===== src/hdl/kms_pkg.sv =====
/*
 * Shared constants for the key matrix scanner: timing, result codes,
 * scan states and the seven-segment glyph table.
 * Assumes a 40 MHz sys_clk and a 4 x 4 matrix with pulled-up returns.
 */
package kms_pkg;
	//------------------------------------------------------------
	// timing
	//------------------------------------------------------------
	localparam int KMS_CLK_MHZ    = 40;
	localparam int KMS_SCAN_MS    = 30;
	localparam int KMS_SCAN_CYC   = KMS_SCAN_MS * KMS_CLK_MHZ * 1000;
	localparam int KMS_MUX_US     = 1000;
	localparam int KMS_MUX_CYC    = KMS_MUX_US * KMS_CLK_MHZ;
	localparam int KMS_PRE_NS     = 250;
	localparam int KMS_PRE_CYC    = (KMS_PRE_NS * KMS_CLK_MHZ + 999) / 1000;
	localparam int KMS_SETTLE_NS  = 5000;
	localparam int KMS_SETTLE_CYC = (KMS_SETTLE_NS * KMS_CLK_MHZ + 999) / 1000;
	localparam int KMS_WAIT_W     = 8;

	//------------------------------------------------------------
	// matrix and result codes
	//------------------------------------------------------------
	localparam int         KMS_LINES      = 4;
	localparam logic [4:0] KMS_CODE_BASE  = 5'h01;
	localparam logic [4:0] KMS_CODE_TEN   = 5'h0A;
	localparam logic [7:0] KMS_SHOW_NONE  = 8'h00;
	localparam logic [7:0] KMS_SHOW_MULTI = 8'hFF;
	localparam logic [7:0] KMS_NO_RESULT  = 8'hEE;

	typedef enum logic [2:0] {ST_IDLE, ST_PRE, ST_SETTLE, ST_SAMPLE, ST_JUDGE, ST_WAIT}
		kms_state_e;

	// segments active high, bit 7 is the decimal point (kept dark)
	localparam logic [7:0] KMS_SEG_TBL [0:15] = '{
		8'h3F, 8'h06, 8'h5B, 8'h4F, 8'h66, 8'h6D, 8'h7D, 8'h07,
		8'h7F, 8'h6F, 8'h77, 8'h7C, 8'h39, 8'h5E, 8'h79, 8'h71};
	localparam logic [1:0] KMS_DIG_LO = 2'h1;
	localparam logic [1:0] KMS_DIG_HI = 2'h2;
endpackage : kms_pkg


===== src/hdl/kms_disp_if.sv =====
/*
 * Carries the two display nibbles from the scanner to the digit mux.
 * Assumes both ends run on sys_clk.
 */
`timescale 1ns/10ps
`default_nettype none
interface kms_disp_if;
	logic [3:0] hi_nib;
	logic [3:0] lo_nib;

	modport src (output hi_nib, output lo_nib);
	modport dst (input hi_nib, input lo_nib);
endinterface : kms_disp_if
`default_nettype wire


===== src/hdl/kms_tick_div.sv =====
/*
 * Counter divider giving a one-cycle tick every COUNT cycles while run is high.
 * Assumes a single sys_clk domain; dropping run restarts the period.
 */
`timescale 1ns/10ps
`default_nettype none
module kms_tick_div
	import kms_pkg::*;
#(
	parameter int COUNT = 1000
)(
	input  wire logic sys_clk,
	input  wire logic reset_n,
	input  wire logic run,
	output var  logic tick
);
	localparam int W = $clog2(COUNT + 1);
	logic [W-1:0] cnt_r;
	wire          at_end = (cnt_r == W'(COUNT - 1));

	//------------------------------------------------------------
	// period counter
	//------------------------------------------------------------
	// cleared while stopped so every run starts a full period
	always_ff @(posedge sys_clk)
	begin
		if (!reset_n || !run)
			cnt_r <= '0;
		else
			cnt_r <= at_end ? '0 : cnt_r + 1'b1;
	end

	always_ff @(posedge sys_clk)
	begin
		if (!reset_n)
			tick <= 1'b0;
		else
			tick <= run && at_end;
	end
endmodule : kms_tick_div
`default_nettype wire


===== src/hdl/kms_seg_mux.sv =====
/*
 * Two-digit seven-segment multiplexer: alternates digit selects and
 * shared segment data on each mux tick.
 * Assumes digits and segments are active high at the pins.
 */
`timescale 1ns/10ps
`default_nettype none
module kms_seg_mux
	import kms_pkg::*;
(
	input  wire logic  sys_clk,
	input  wire logic  reset_n,
	input  wire logic  mux_tick,
	kms_disp_if.dst    disp,
	output var  logic [7:0] seg_data,
	output var  logic [1:0] digit_sel
);
	wire       show_hi = (digit_sel == KMS_DIG_LO);
	wire [3:0] nib     = show_hi ? disp.hi_nib : disp.lo_nib;

	//------------------------------------------------------------
	// digit alternation
	//------------------------------------------------------------
	// segments change together with the select, so no ghost of the other digit
	always_ff @(posedge sys_clk)
	begin
		if (!reset_n)
		begin
			digit_sel <= KMS_DIG_LO;
			seg_data  <= KMS_SEG_TBL[0];
		end
		else if (mux_tick)
		begin
			digit_sel <= show_hi ? KMS_DIG_HI : KMS_DIG_LO;
			seg_data  <= KMS_SEG_TBL[nib];
		end
	end
endmodule : kms_seg_mux
`default_nettype wire


===== src/hdl/kms_scanner.sv =====
/*
 * Key matrix scanner top: idle wait with all lines low, key press event,
 * timed scans with two-scan debounce, and two-digit display of the result.
 * Assumes return inputs are pulled up outside and synchronous to sys_clk;
 * a pad combines scan_out and scan_oe into the real pin.
 */
`timescale 1ns/10ps
`default_nettype none
module kms_scanner
	import kms_pkg::*;
#(
	parameter int SCAN_TICKS = KMS_SCAN_CYC,
	parameter int MUX_TICKS  = KMS_MUX_CYC
)(
	input  wire logic       sys_clk,
	input  wire logic       reset_n,
	input  wire logic [3:0] key_return_inputs,
	output var  logic [3:0] scan_out,
	output var  logic [3:0] scan_oe,
	output var  logic [7:0] seg_data,
	output var  logic [1:0] digit_sel,
	output var  logic       key_press_event,
	output var  logic       scan_tick_event
);
	//------------------------------------------------------------
	// state
	//------------------------------------------------------------
	kms_state_e              state_r, state_nxt;
	logic [2:0]              idx_r;
	logic [KMS_WAIT_W-1:0]   wait_r;
	logic [1:0]              hit_cnt_r;
	logic [4:0]              code_r;
	logic [7:0]              prev_r;
	logic [7:0]              shown_r;

	//------------------------------------------------------------
	// return decode
	//------------------------------------------------------------
	// returns read low for a pressed key because of the pull-ups
	wire [3:0] hits      = ~key_return_inputs;
	wire       press_any = |hits;
	wire [2:0] row_cnt   = 3'(hits[0]) + 3'(hits[1]) + 3'(hits[2]) + 3'(hits[3]);
	wire [1:0] row_first = hits[0] ? 2'd0 : hits[1] ? 2'd1 : hits[2] ? 2'd2 : 2'd3;
	wire [4:0] row_code  = {1'b0, idx_r[1:0], row_first} + KMS_CODE_BASE;
	wire [3:0] cnt_sum   = 4'(hit_cnt_r) + 4'(row_cnt);
	wire [1:0] cnt_nxt   = (cnt_sum >= 4'd2) ? 2'd2 : cnt_sum[1:0];

	// decimal digits for 01..16, or the fixed none/multi patterns
	wire       code_ten  = (code_r >= KMS_CODE_TEN);
	wire [4:0] code_unit = code_ten ? code_r - KMS_CODE_TEN : code_r;
	wire [7:0] code_bcd  = {3'h0, code_ten, code_unit[3:0]};
	wire [7:0] result    = (hit_cnt_r == 2'd0) ? KMS_SHOW_NONE :
	                       (hit_cnt_r == 2'd1) ? code_bcd      :
	                                             KMS_SHOW_MULTI;
	wire       agree     = (result == prev_r);
	wire       last_line = (idx_r == 3'(KMS_LINES - 1));
	wire       pre_done  = (wait_r == KMS_WAIT_W'(KMS_PRE_CYC - 1));
	wire       set_done  = (wait_r == KMS_WAIT_W'(KMS_SETTLE_CYC - 1));

	//------------------------------------------------------------
	// sequencer
	//------------------------------------------------------------
	always_comb
	begin
		state_nxt = state_r;
		unique case (state_r)
			ST_IDLE:   if (press_any) state_nxt = ST_PRE;
			ST_PRE:    if (pre_done)
				state_nxt = (idx_r == 3'(KMS_LINES)) ? ST_JUDGE : ST_SETTLE;
			ST_SETTLE: if (set_done) state_nxt = ST_SAMPLE;
			ST_SAMPLE: state_nxt = ST_PRE;
			ST_JUDGE:  state_nxt = (agree && result == KMS_SHOW_NONE)
			                       ? ST_IDLE : ST_WAIT;
			ST_WAIT:   if (scan_tick_event) state_nxt = ST_PRE;
		endcase
	end

	always_ff @(posedge sys_clk)
	begin
		if (!reset_n)
			state_r <= ST_IDLE;
		else
			state_r <= state_nxt;
	end

	// phase timer for precharge and settle; cleared on every state change
	always_ff @(posedge sys_clk)
	begin
		if (!reset_n || state_nxt != state_r)
			wait_r <= '0;
		else if (state_r == ST_PRE || state_r == ST_SETTLE)
			wait_r <= wait_r + 1'b1;
	end

	// line index: 0..3 are scan lines, 4 is the release-all precharge
	always_ff @(posedge sys_clk)
	begin
		if (!reset_n)
			idx_r <= '0;
		else if (state_r == ST_IDLE || state_r == ST_WAIT)
			idx_r <= '0;
		else if (state_r == ST_SAMPLE)
			idx_r <= idx_r + 1'b1;
	end

	// accumulate hits over one scan; cleared before each scan begins
	always_ff @(posedge sys_clk)
	begin
		if (!reset_n || state_r == ST_IDLE || state_r == ST_WAIT)
		begin
			hit_cnt_r <= '0;
			code_r    <= '0;
		end
		else if (state_r == ST_SAMPLE && row_cnt != 3'd0)
		begin
			hit_cnt_r <= cnt_nxt;
			code_r    <= row_code;
		end
	end

	//------------------------------------------------------------
	// debounce and shown value
	//------------------------------------------------------------
	// prev starts at an impossible value so one bouncy scan never counts twice
	always_ff @(posedge sys_clk)
	begin
		if (!reset_n)
		begin
			prev_r  <= KMS_NO_RESULT;
			shown_r <= KMS_SHOW_NONE;
		end
		else if (state_r == ST_IDLE)
			prev_r <= KMS_NO_RESULT;
		else if (state_r == ST_JUDGE)
		begin
			prev_r <= result;
			if (agree)
				shown_r <= result;
		end
	end

	//------------------------------------------------------------
	// scan line drive
	//------------------------------------------------------------
	// low means active; released lines are floated, never left driven high
	wire [3:0] act_mask = (idx_r < 3'(KMS_LINES)) ? 4'(4'h1 << idx_r[1:0]) : 4'h0;
	wire [3:0] out_nxt  = (state_r == ST_PRE) ? ~act_mask : 4'h0;
	wire [3:0] oe_nxt   = (state_r == ST_IDLE || state_r == ST_PRE) ? 4'hF :
	                      (state_r == ST_SETTLE || state_r == ST_SAMPLE) ? act_mask :
	                      4'h0;

	always_ff @(posedge sys_clk)
	begin
		if (!reset_n)
		begin
			scan_out <= 4'h0;
			scan_oe  <= 4'hF;
		end
		else
		begin
			scan_out <= out_nxt;
			scan_oe  <= oe_nxt;
		end
	end

	// one pulse per wake-up from idle
	always_ff @(posedge sys_clk)
	begin
		if (!reset_n)
			key_press_event <= 1'b0;
		else
			key_press_event <= (state_r == ST_IDLE) && press_any;
	end

	//------------------------------------------------------------
	// timers and display
	//------------------------------------------------------------
	// the interval timer only runs while scanning, so idle costs nothing
	kms_tick_div #(.COUNT(SCAN_TICKS)) interval_timer_unit (
		.sys_clk (sys_clk),
		.reset_n (reset_n),
		.run     (state_r != ST_IDLE),
		.tick    (scan_tick_event)
	);

	logic mux_tick;
	kms_tick_div #(.COUNT(MUX_TICKS)) mux_timer (
		.sys_clk (sys_clk),
		.reset_n (reset_n),
		.run     (1'b1),
		.tick    (mux_tick)
	);

	kms_disp_if disp ();
	assign disp.hi_nib = shown_r[7:4];
	assign disp.lo_nib = shown_r[3:0];

	kms_seg_mux seg_mux (
		.sys_clk   (sys_clk),
		.reset_n   (reset_n),
		.mux_tick  (mux_tick),
		.disp      (disp),
		.seg_data  (seg_data),
		.digit_sel (digit_sel)
	);

	//------------------------------------------------------------
	// checks
	//------------------------------------------------------------
	// independent tally of all hits in one scan, so the result checks below
	// do not merely restate the saturating counter that they guard
	logic [4:0] chk_sum_r;

	always_ff @(posedge sys_clk)
	begin
		if (!reset_n || state_r == ST_IDLE || state_r == ST_WAIT)
			chk_sum_r <= 5'h00;
		else if (state_r == ST_SAMPLE)
			chk_sum_r <= chk_sum_r + 5'(row_cnt);
	end
endmodule : kms_scanner
`default_nettype wire


===== config.mk =====
export PLATFORM = sky130hd
export DESIGN_NAME = kms_scanner
export DESIGN_NICKNAME = d
export VERILOG_FILES = /design/src/hdl/kms_pkg.sv /design/src/hdl/kms_disp_if.sv /design/src/hdl/kms_tick_div.sv /design/src/hdl/kms_seg_mux.sv /design/src/hdl/kms_scanner.sv
export SDC_FILE = /design/constraint.sdc
export NUM_CORES = 1
export LEC_CHECK = 0
export BUFFER_PORTS_ARGS = -buffer_cell sky130_fd_sc_hd__buf_2
export CORE_ASPECT_RATIO = 1.1
export CORE_MARGIN = 2
export CORE_UTILIZATION = 55
export DETAILED_ROUTE_END_ITERATION = 8
export GPL_TIMING_DRIVEN = 0
export PLACE_DENSITY = 0.81
export SYNTH_ARGS = -nofsm -noshare
export SYNTH_HDL_FRONTEND = slang
export SYNTH_SLANG_ARGS = --single-unit

===== constraint.sdc =====
create_clock -name sys_clk -period 2.1 [get_ports sys_clk]
set_input_delay 0.105 -clock sys_clk [delete_from_list [all_inputs] [get_ports sys_clk]]
set_output_delay 0.105 -clock sys_clk [all_outputs]
set_load 0.005 [all_outputs]

**Word-level counts from Yosys, hierarchy flattened**

Memories as Yosys holds them, arrays and structs flattened. A register that Yosys moved wholly into a read port is not among the register bits.
Cells that the tools add are included.
W data, S select, Z words.

- Add/subtract/negate cells: 10
- Multipliers: 0
- Divide/modulo/power cells: 0
- Magnitude comparators: 3
- Equal/unequal tests: 14
- Shift-type cells: 1
- Mux-type cells: 18
- Bitwise logic cells: 5
- Reduce and logical (&&, ||, !) cells: 28

Operators by type and width:

| operator | count |
|---|---|
| $add A21 B1 Y21 const B | 1 |
| $eq A21 B21 Y1 const B | 1 |
| $mux W3 | 6 |
| $pmux W3 S6 | 1 |
| $add A16 B1 Y16 const B | 1 |
| $eq A16 B16 Y1 const B | 1 |
| $mux W4 | 4 |
| $mux W8 | 2 |
| $reduce_or A2 Y1 | 5 |
| $eq A3 B3 Y1 const B | 3 |
| $add A8 B1 Y8 const B | 1 |
| $eq A8 B4 Y1 const B | 1 |
| $eq A8 B8 Y1 | 1 |
| $eq A8 B8 Y1 const B | 1 |
| $logic_not A8 Y1 | 1 |
| $logic_or A1 B1 Y1 | 8 |
| $mux W2 | 4 |
| $not A4 Y4 | 2 |
| $eq A3 B2 Y1 const B | 2 |
| $reduce_bool A3 Y1 | 2 |
| $add A4 B1 Y5 const B | 1 |
| $ge A5 B4 Y1 const B | 1 |
| $not A4 Y5 | 1 |
| $add A2 B3 Y4 | 1 |
| other kinds (20) | 27 |

- Register bits after elaboration: 87
- Latch bits: 0
- RAM bits: 0
- Bits in read-only memories: 128
- Input port bits: 6
- Output and inout bits: 20
- Word-level logic and storage cells: 95
- Memories kept: 1

Memories:

| memory | depth | width | read ports | clocked after Yosys merged registers in | wr ports | RTL line | source |
|---|---|---|---|---|---|---|---|
| (name not given) | 16 | 8 | 1 | 1 | 0 | kms_seg_mux.sv:35 | `seg_data <= KMS_SEG_TBL[nib];` |

**Logic depth before layout (Yosys ltp)**

- Word-level depth: 10
- Depth in mapped cells: 11
- Mapped depth without buffers: 11

**Modules after synthesis**

From an unflattened synthesis, not the netlist that was laid out.

- Cell total of the unflattened synthesis: 596
- Area total of the unflattened synthesis: 5,141.2 sq um

By module, submodules not included:

| module | instances | cells an instance | area an instance (sq um) | sequential area each (sq um) |
|---|---|---|---|---|
| kms_scanner | 1 | 295 | 2,468.6 | 840.8 |
| kms_tick_div at interval_timer_unit | 1 | 114 | 1,003.5 | 440.4 |
| kms_seg_mux | 1 | 106 | 854.6 | 180.2 |
| kms_tick_div at mux_timer | 1 | 81 | 814.5 | 340.3 |

**Worst setup path before layout**

OpenSTA, ideal clock, no wires.

- Path type: input -> register
- From: in key_return_inputs[0]
- To: reg hit_cnt_r[0]
- Library setup time: 72 ps
- Arrival time: 2,119 ps
- Data required time: 2,028 ps
- Setup slack: -91 ps
- Stages on the path: 11
- Path buffers: 0
- Cell sequence: inv_1 fa_1 ha_1 ha_1 inv_1 fa_1 nor2_1 nand3_1 a21boi_0 nand3_1 a21oi_1

- Cells in the longest elaborated chain, start to end: 7
- Elaborated cells between the ends (all ways): 9
- Those cells by class: 4 x add/sub; 1 x order compare; 1 x mux; 1 x bitwise; 2 x reduce/logical

Ends and longest elaborated chain:

| item | RTL line | source |
|---|---|---|
| start, declared | kms_scanner.sv:17 | `input wire logic [3:0] key_return_inputs,` |
| $not A4 Y4 * | kms_scanner.sv:40 | `wire [3:0] hits = ~key_return_inputs;` |
| $add A1 B1 Y2 * | kms_scanner.sv:42 | `wire [2:0] row_cnt = 3'(hits[0]) + 3'(hits[1]) + 3'(hits[2]) + 3'(hits[3]);` |
| $add A2 B1 Y3 * | kms_scanner.sv:42 |  |
| $add A3 B1 Y3 * | kms_scanner.sv:42 |  |
| $add A2 B3 Y4 | kms_scanner.sv:45 | `wire [3:0] cnt_sum = 4'(hit_cnt_r) + 4'(row_cnt);` |
| $ge A4 B2 Y1 | kms_scanner.sv:46 | `wire [1:0] cnt_nxt = (cnt_sum >= 4'd2) ? 2'd2 : cnt_sum[1:0];` |
| $mux W2 | kms_scanner.sv:46 |  |
| end signal, assigned | kms_scanner.sv:116 | `hit_cnt_r <= cnt_nxt;` |
| end, declared | kms_scanner.sv:31 | `logic [1:0] hit_cnt_r;` |

Every way passes the cells marked *; elsewhere a longest branch is shown, timed or not.
A chain may end at the register's enable or synchronous reset.

**Worst setup path in the final report**

- From: reg code_r[2]
- To: reg shown_r[3]

- Cells in the longest elaborated chain, start to end: 6
- Elaborated cells between the ends (all ways): 7
- Those cells by class: 1 x add/sub; 1 x order compare; 1 x eq/ne; 3 x mux; 1 x reduce/logical

Ends and longest elaborated chain:

| item | RTL line | source |
|---|---|---|
| start, declared | kms_scanner.sv:32 | `logic [4:0] code_r;` |
| start signal, assigned | kms_scanner.sv:117 | `code_r <= row_code;` |
| $sub A4 B4 Y4 / $ge A5 B4 Y1 (equally long branches) | kms_scanner.sv:50, kms_scanner.sv:49 |  |
| $mux W4 | kms_scanner.sv:50 | `wire [4:0] code_unit = code_ten ? code_r - KMS_CODE_TEN : code_r;` |
| $mux W8 * | kms_scanner.sv:53 | `(hit_cnt_r == 2'd1) ? code_bcd :` |
| $mux W8 * | kms_scanner.sv:52 | `wire [7:0] result = (hit_cnt_r == 2'd0) ? KMS_SHOW_NONE :` |
| $eq A8 B8 Y1 | kms_scanner.sv:55 | `wire agree = (result == prev_r);` |
| $reduce_and A3 Y1 (no line) | -- |  |
| end signal, assigned | kms_scanner.sv:138 | `shown_r <= result;` |
| end, declared | kms_scanner.sv:34 | `logic [7:0] shown_r;` |

Marked as above.

==> flow_metrics.tcl <==
set metrics [dict create \
    n_fill_cell 666 \
    ys_seq_area_share_pct 39.7 \
    clkPwrFrac_pct 39.3 \
    postRouteAntennaNets 0 \
    routed-via-count 3849 \
    critical_path_required_ns 2.35 \
    grt_pass1_wl_mm 16.1 \
    drv_slew 0 \
    globalRouteTotalUtil_pct 21.3 \
    drt-met1-wl_mm 4.22 \
    start_util_pct 57.0 \
    insertedDiodeCount 0 \
    rsz0062_at_grt "yes" \
    area_growth_pct 14.2 \
    grt_max_degree 15 \
    hold-worst-slack_ns 0.100 \
    htree_levels 3 \
    syn_avg_cell_area_um2 8.53 \
    cts_tree "built" \
    met2WireLength_mm 4.62 \
    seqPwrFrac_pct 55.9 \
    period_share_pct 99.2 \
    cts.sinks 90 \
    clkLatencyLatePin_ns 0.35 \
    fin_ws_ns 0.0158 \
    nNetsFinal 605 \
    critPathMaxFanout 6 \
    cts_root_buffer "clkbuf_8" \
    max_cap_violations 0 \
    path_clk_slew_ns 0.09 \
    route.met3.wl_um 400 \
    cell_internal_pwr_mw 2.40 \
    worstSetupPathType "flip-flop to flip-flop" \
    synth_cell_types 61 \
    synth_ff_type "dfxtp_1" \
    slew_headroom_pct 63.2 \
    top_level_ports 26 \
    drive_gt1_share_pct 14.0 \
    synth.largest_area_cell "dfxtp_1" \
    register_area_um2 1810 \
    power.density_nw_per_um2 597 \
    placement.io_buffers 24 \
    pre_cts_ws_ns -0.284 \
    die_y_um 99.3 \
    drt_iter0_drc 193 \
    netlist_area_um2 4540 \
    p_leak_nw 1.98 \
    numCtsBuffers 9 \
    dp_cells 664 \
    start_kind "flip-flop" \
    wirelength_mm 9.37 \
    syn_inst 532 \
    core_um2 7960 \
    outcome "finished, final reports clean" \
    p_sw_mw 0.696 \
    grt_pass1_vias 3661 \
    setup_viol 0 \
    synth_warnings 0 \
    synth_edf_count 0 \
    wl_per_cell_um 13.6 \
    pwr-share-comb_pct 4.8 \
    swShare_pct 22.5 \
    dieArea_um2 8990 \
    clockBufferDepth 2 \
    max-vdd-ir-drop_uv 470 \
    overflow 0 \
    yosysTopAreaCellShare_pct 39.7 \
    min_path_type "primary input to flip-flop" \
    synth_area_leaders "dfxtp_1 (40%), ha_1 (6.3%), nor2_1 (6.3%), xor2_1 (4.4%), xnor2_1 (3.5%)" \
    fin_util_pct 65.1 \
    synth_seq_cells 90 \
    period_needed_ns 2.08 \
    clock.fmax_ghz 0.480 \
    finalSetupTns_ns 0 \
    firstDrtPassIters 5 \
    multi_input_area_um2 2670 \
    rows 34 \
    end_kind "flip-flop" \
    synth-async-reset-ratio_pct 0 \
    dp_hpwl_mm 6.63 \
    fin_cells 687 \
    vias_per_cell 5.60 \
    syn-num-nets 563 \
    clock-skew-final_ns 0.0132 \
    topRoutingLayerUsed "met4" \
    synth_most_common_cell "dfxtp_1" \
    netlist_top_cells_count "dfxtp_1 (90), nor2_1 (76), nand2_1 (39), nand3_1 (25), inv_1 (24)" \
    drc 0 \
    hold_viol_final 0 \
    grt_antenna_before_repair 0 \
    worstMarginPinSlew_ns 0.547 \
    dieWidth_um 90.6 \
    cp.arrival_ns 2.33 \
    gp_congestion 0.912 \
]
-- state kept, by name (all words and copies together), names as in the netlist --
name and cells:
interval_timer_unit.cnt_r 21, scan_out 4, mux_timer.cnt_r 16, mux_timer.tick 1
prev_r 6, shown_r 6, key_press_event 1, seg_mux.seg_data 7
interval_timer_unit.tick 1, scan_oe 4, wait_r 8, seg_mux.digit_sel 2
idx_r 3, hit_cnt_r 2, state_r 3, code_r 5
-- layer usage --
layer	vias up	global-route usage (%)
met1	1841	25.9
met5	-	0
met4	0	6.27
li1	1932	-
met3	12	5.38
met2	64	37.4
-- cells by family after synthesis --
kind of cell,count (synthesis),synth area share [%]
muxes,8,2.07
AOI/OAI and AO/OA,92,13.7
adders and majority gates,25,7.22
other,1,0.0826
and+or+nand+nor,230,25.3
xor gates and xnor gates,41,7.91
buffers and inverters,45,4.05
DFF,90,39.7
-- worst max-delay path, cell delays in order (launching register included) --
cell	delay, ns
dfxtp_2	0.34
inv_2	0.07
ha_4	0.17
or3b_4	0.14
a21boi_4	0.07
buf_6	0.12
or3_4	0.33
a221oi_4	0.32
buf_4	0.18
nand4_1	0.11
o211a_1	0.15
-- cell type report --
type                       instances  area share, %
buffer                            19           1.57
clock buffer                      13           3.07
clock inverter                     3          0.917
inverter                          24           1.74
multi-input combinational        397           51.5
sequential                        90           34.9
tap                              108           2.61
timing repair buffer              33           3.69
-- cells in the final DEF (no fill, tap or decap), types with 4 or more instances in the layout --
master	n
ha_1	19
buf_2	27
and2_1	7
xor2_1	23
or3_1	5
o211a_1	4
xnor2_1	18
nor3_1	11
and3_1	8
clkbuf_8	11
o21ai_1	6
nand4_1	16
dfxtp_1	86
nor2_1	76
clkbuf_1	15
nand2b_1	13
a21boi_0	4
inv_1	21
buf_4	9
mux2i_1	5
a211oi_1	6
nor2b_1	8
o21ai_0	19
a21oi_1	22
nand2_1	39
nand3_1	25
-- worst paths after layout --
| kind | start | to | slack, ns | depth (start not counted) |
|---|---|---|---|---|
| worst max register to register | code_r[2] | shown_r[3] | 0.02 | 10 |
| worst max-delay path | code_r[2] | shown_r[3] | 0.02 | 10 |
| worst min register to register | interval_timer_unit.cnt_r[0] | interval_timer_unit.cnt_r[0] | 0.46 | 1 |
| worst min-delay path | reset_n | state_r[0] | 0.10 | 3 |
-- stage by stage --
step | cell area [um^2] | total power, mW
3_3_place_gp | 4810 | 1.90
6_report | 5180 | 3.10
3_5_place_dp | 4810 | 1.91
5_1_grt | 5180 | 3.22
2_1_floorplan | 4560 | 1.87
4_1_cts | 5110 | 3.11
-- timing repair --
action / 4_1_cts / 5_1_grt
endpoints found under the hold margin: 0 / 0
pin swaps: 3 / 6
buffers inserted: 8 / 1
setup endpoints to repair: 11 / 38
hold buffers: 0 / 0
gates resized for setup: 13 / 18
-- power groups by stage --
stage / logic, mW / registers (mW) / clock network (mW)
2_1_floorplan: 0.0998 / 1.77 / 0
3_3_place_gp: 0.135 / 1.77 / 0
3_5_place_dp: 0.139 / 1.77 / 0
4_1_cts: 0.142 / 1.73 / 1.24
5_1_grt: 0.171 / 1.73 / 1.32
6_report: 0.150 / 1.73 / 1.22
(Power assumes the default switching activity.)
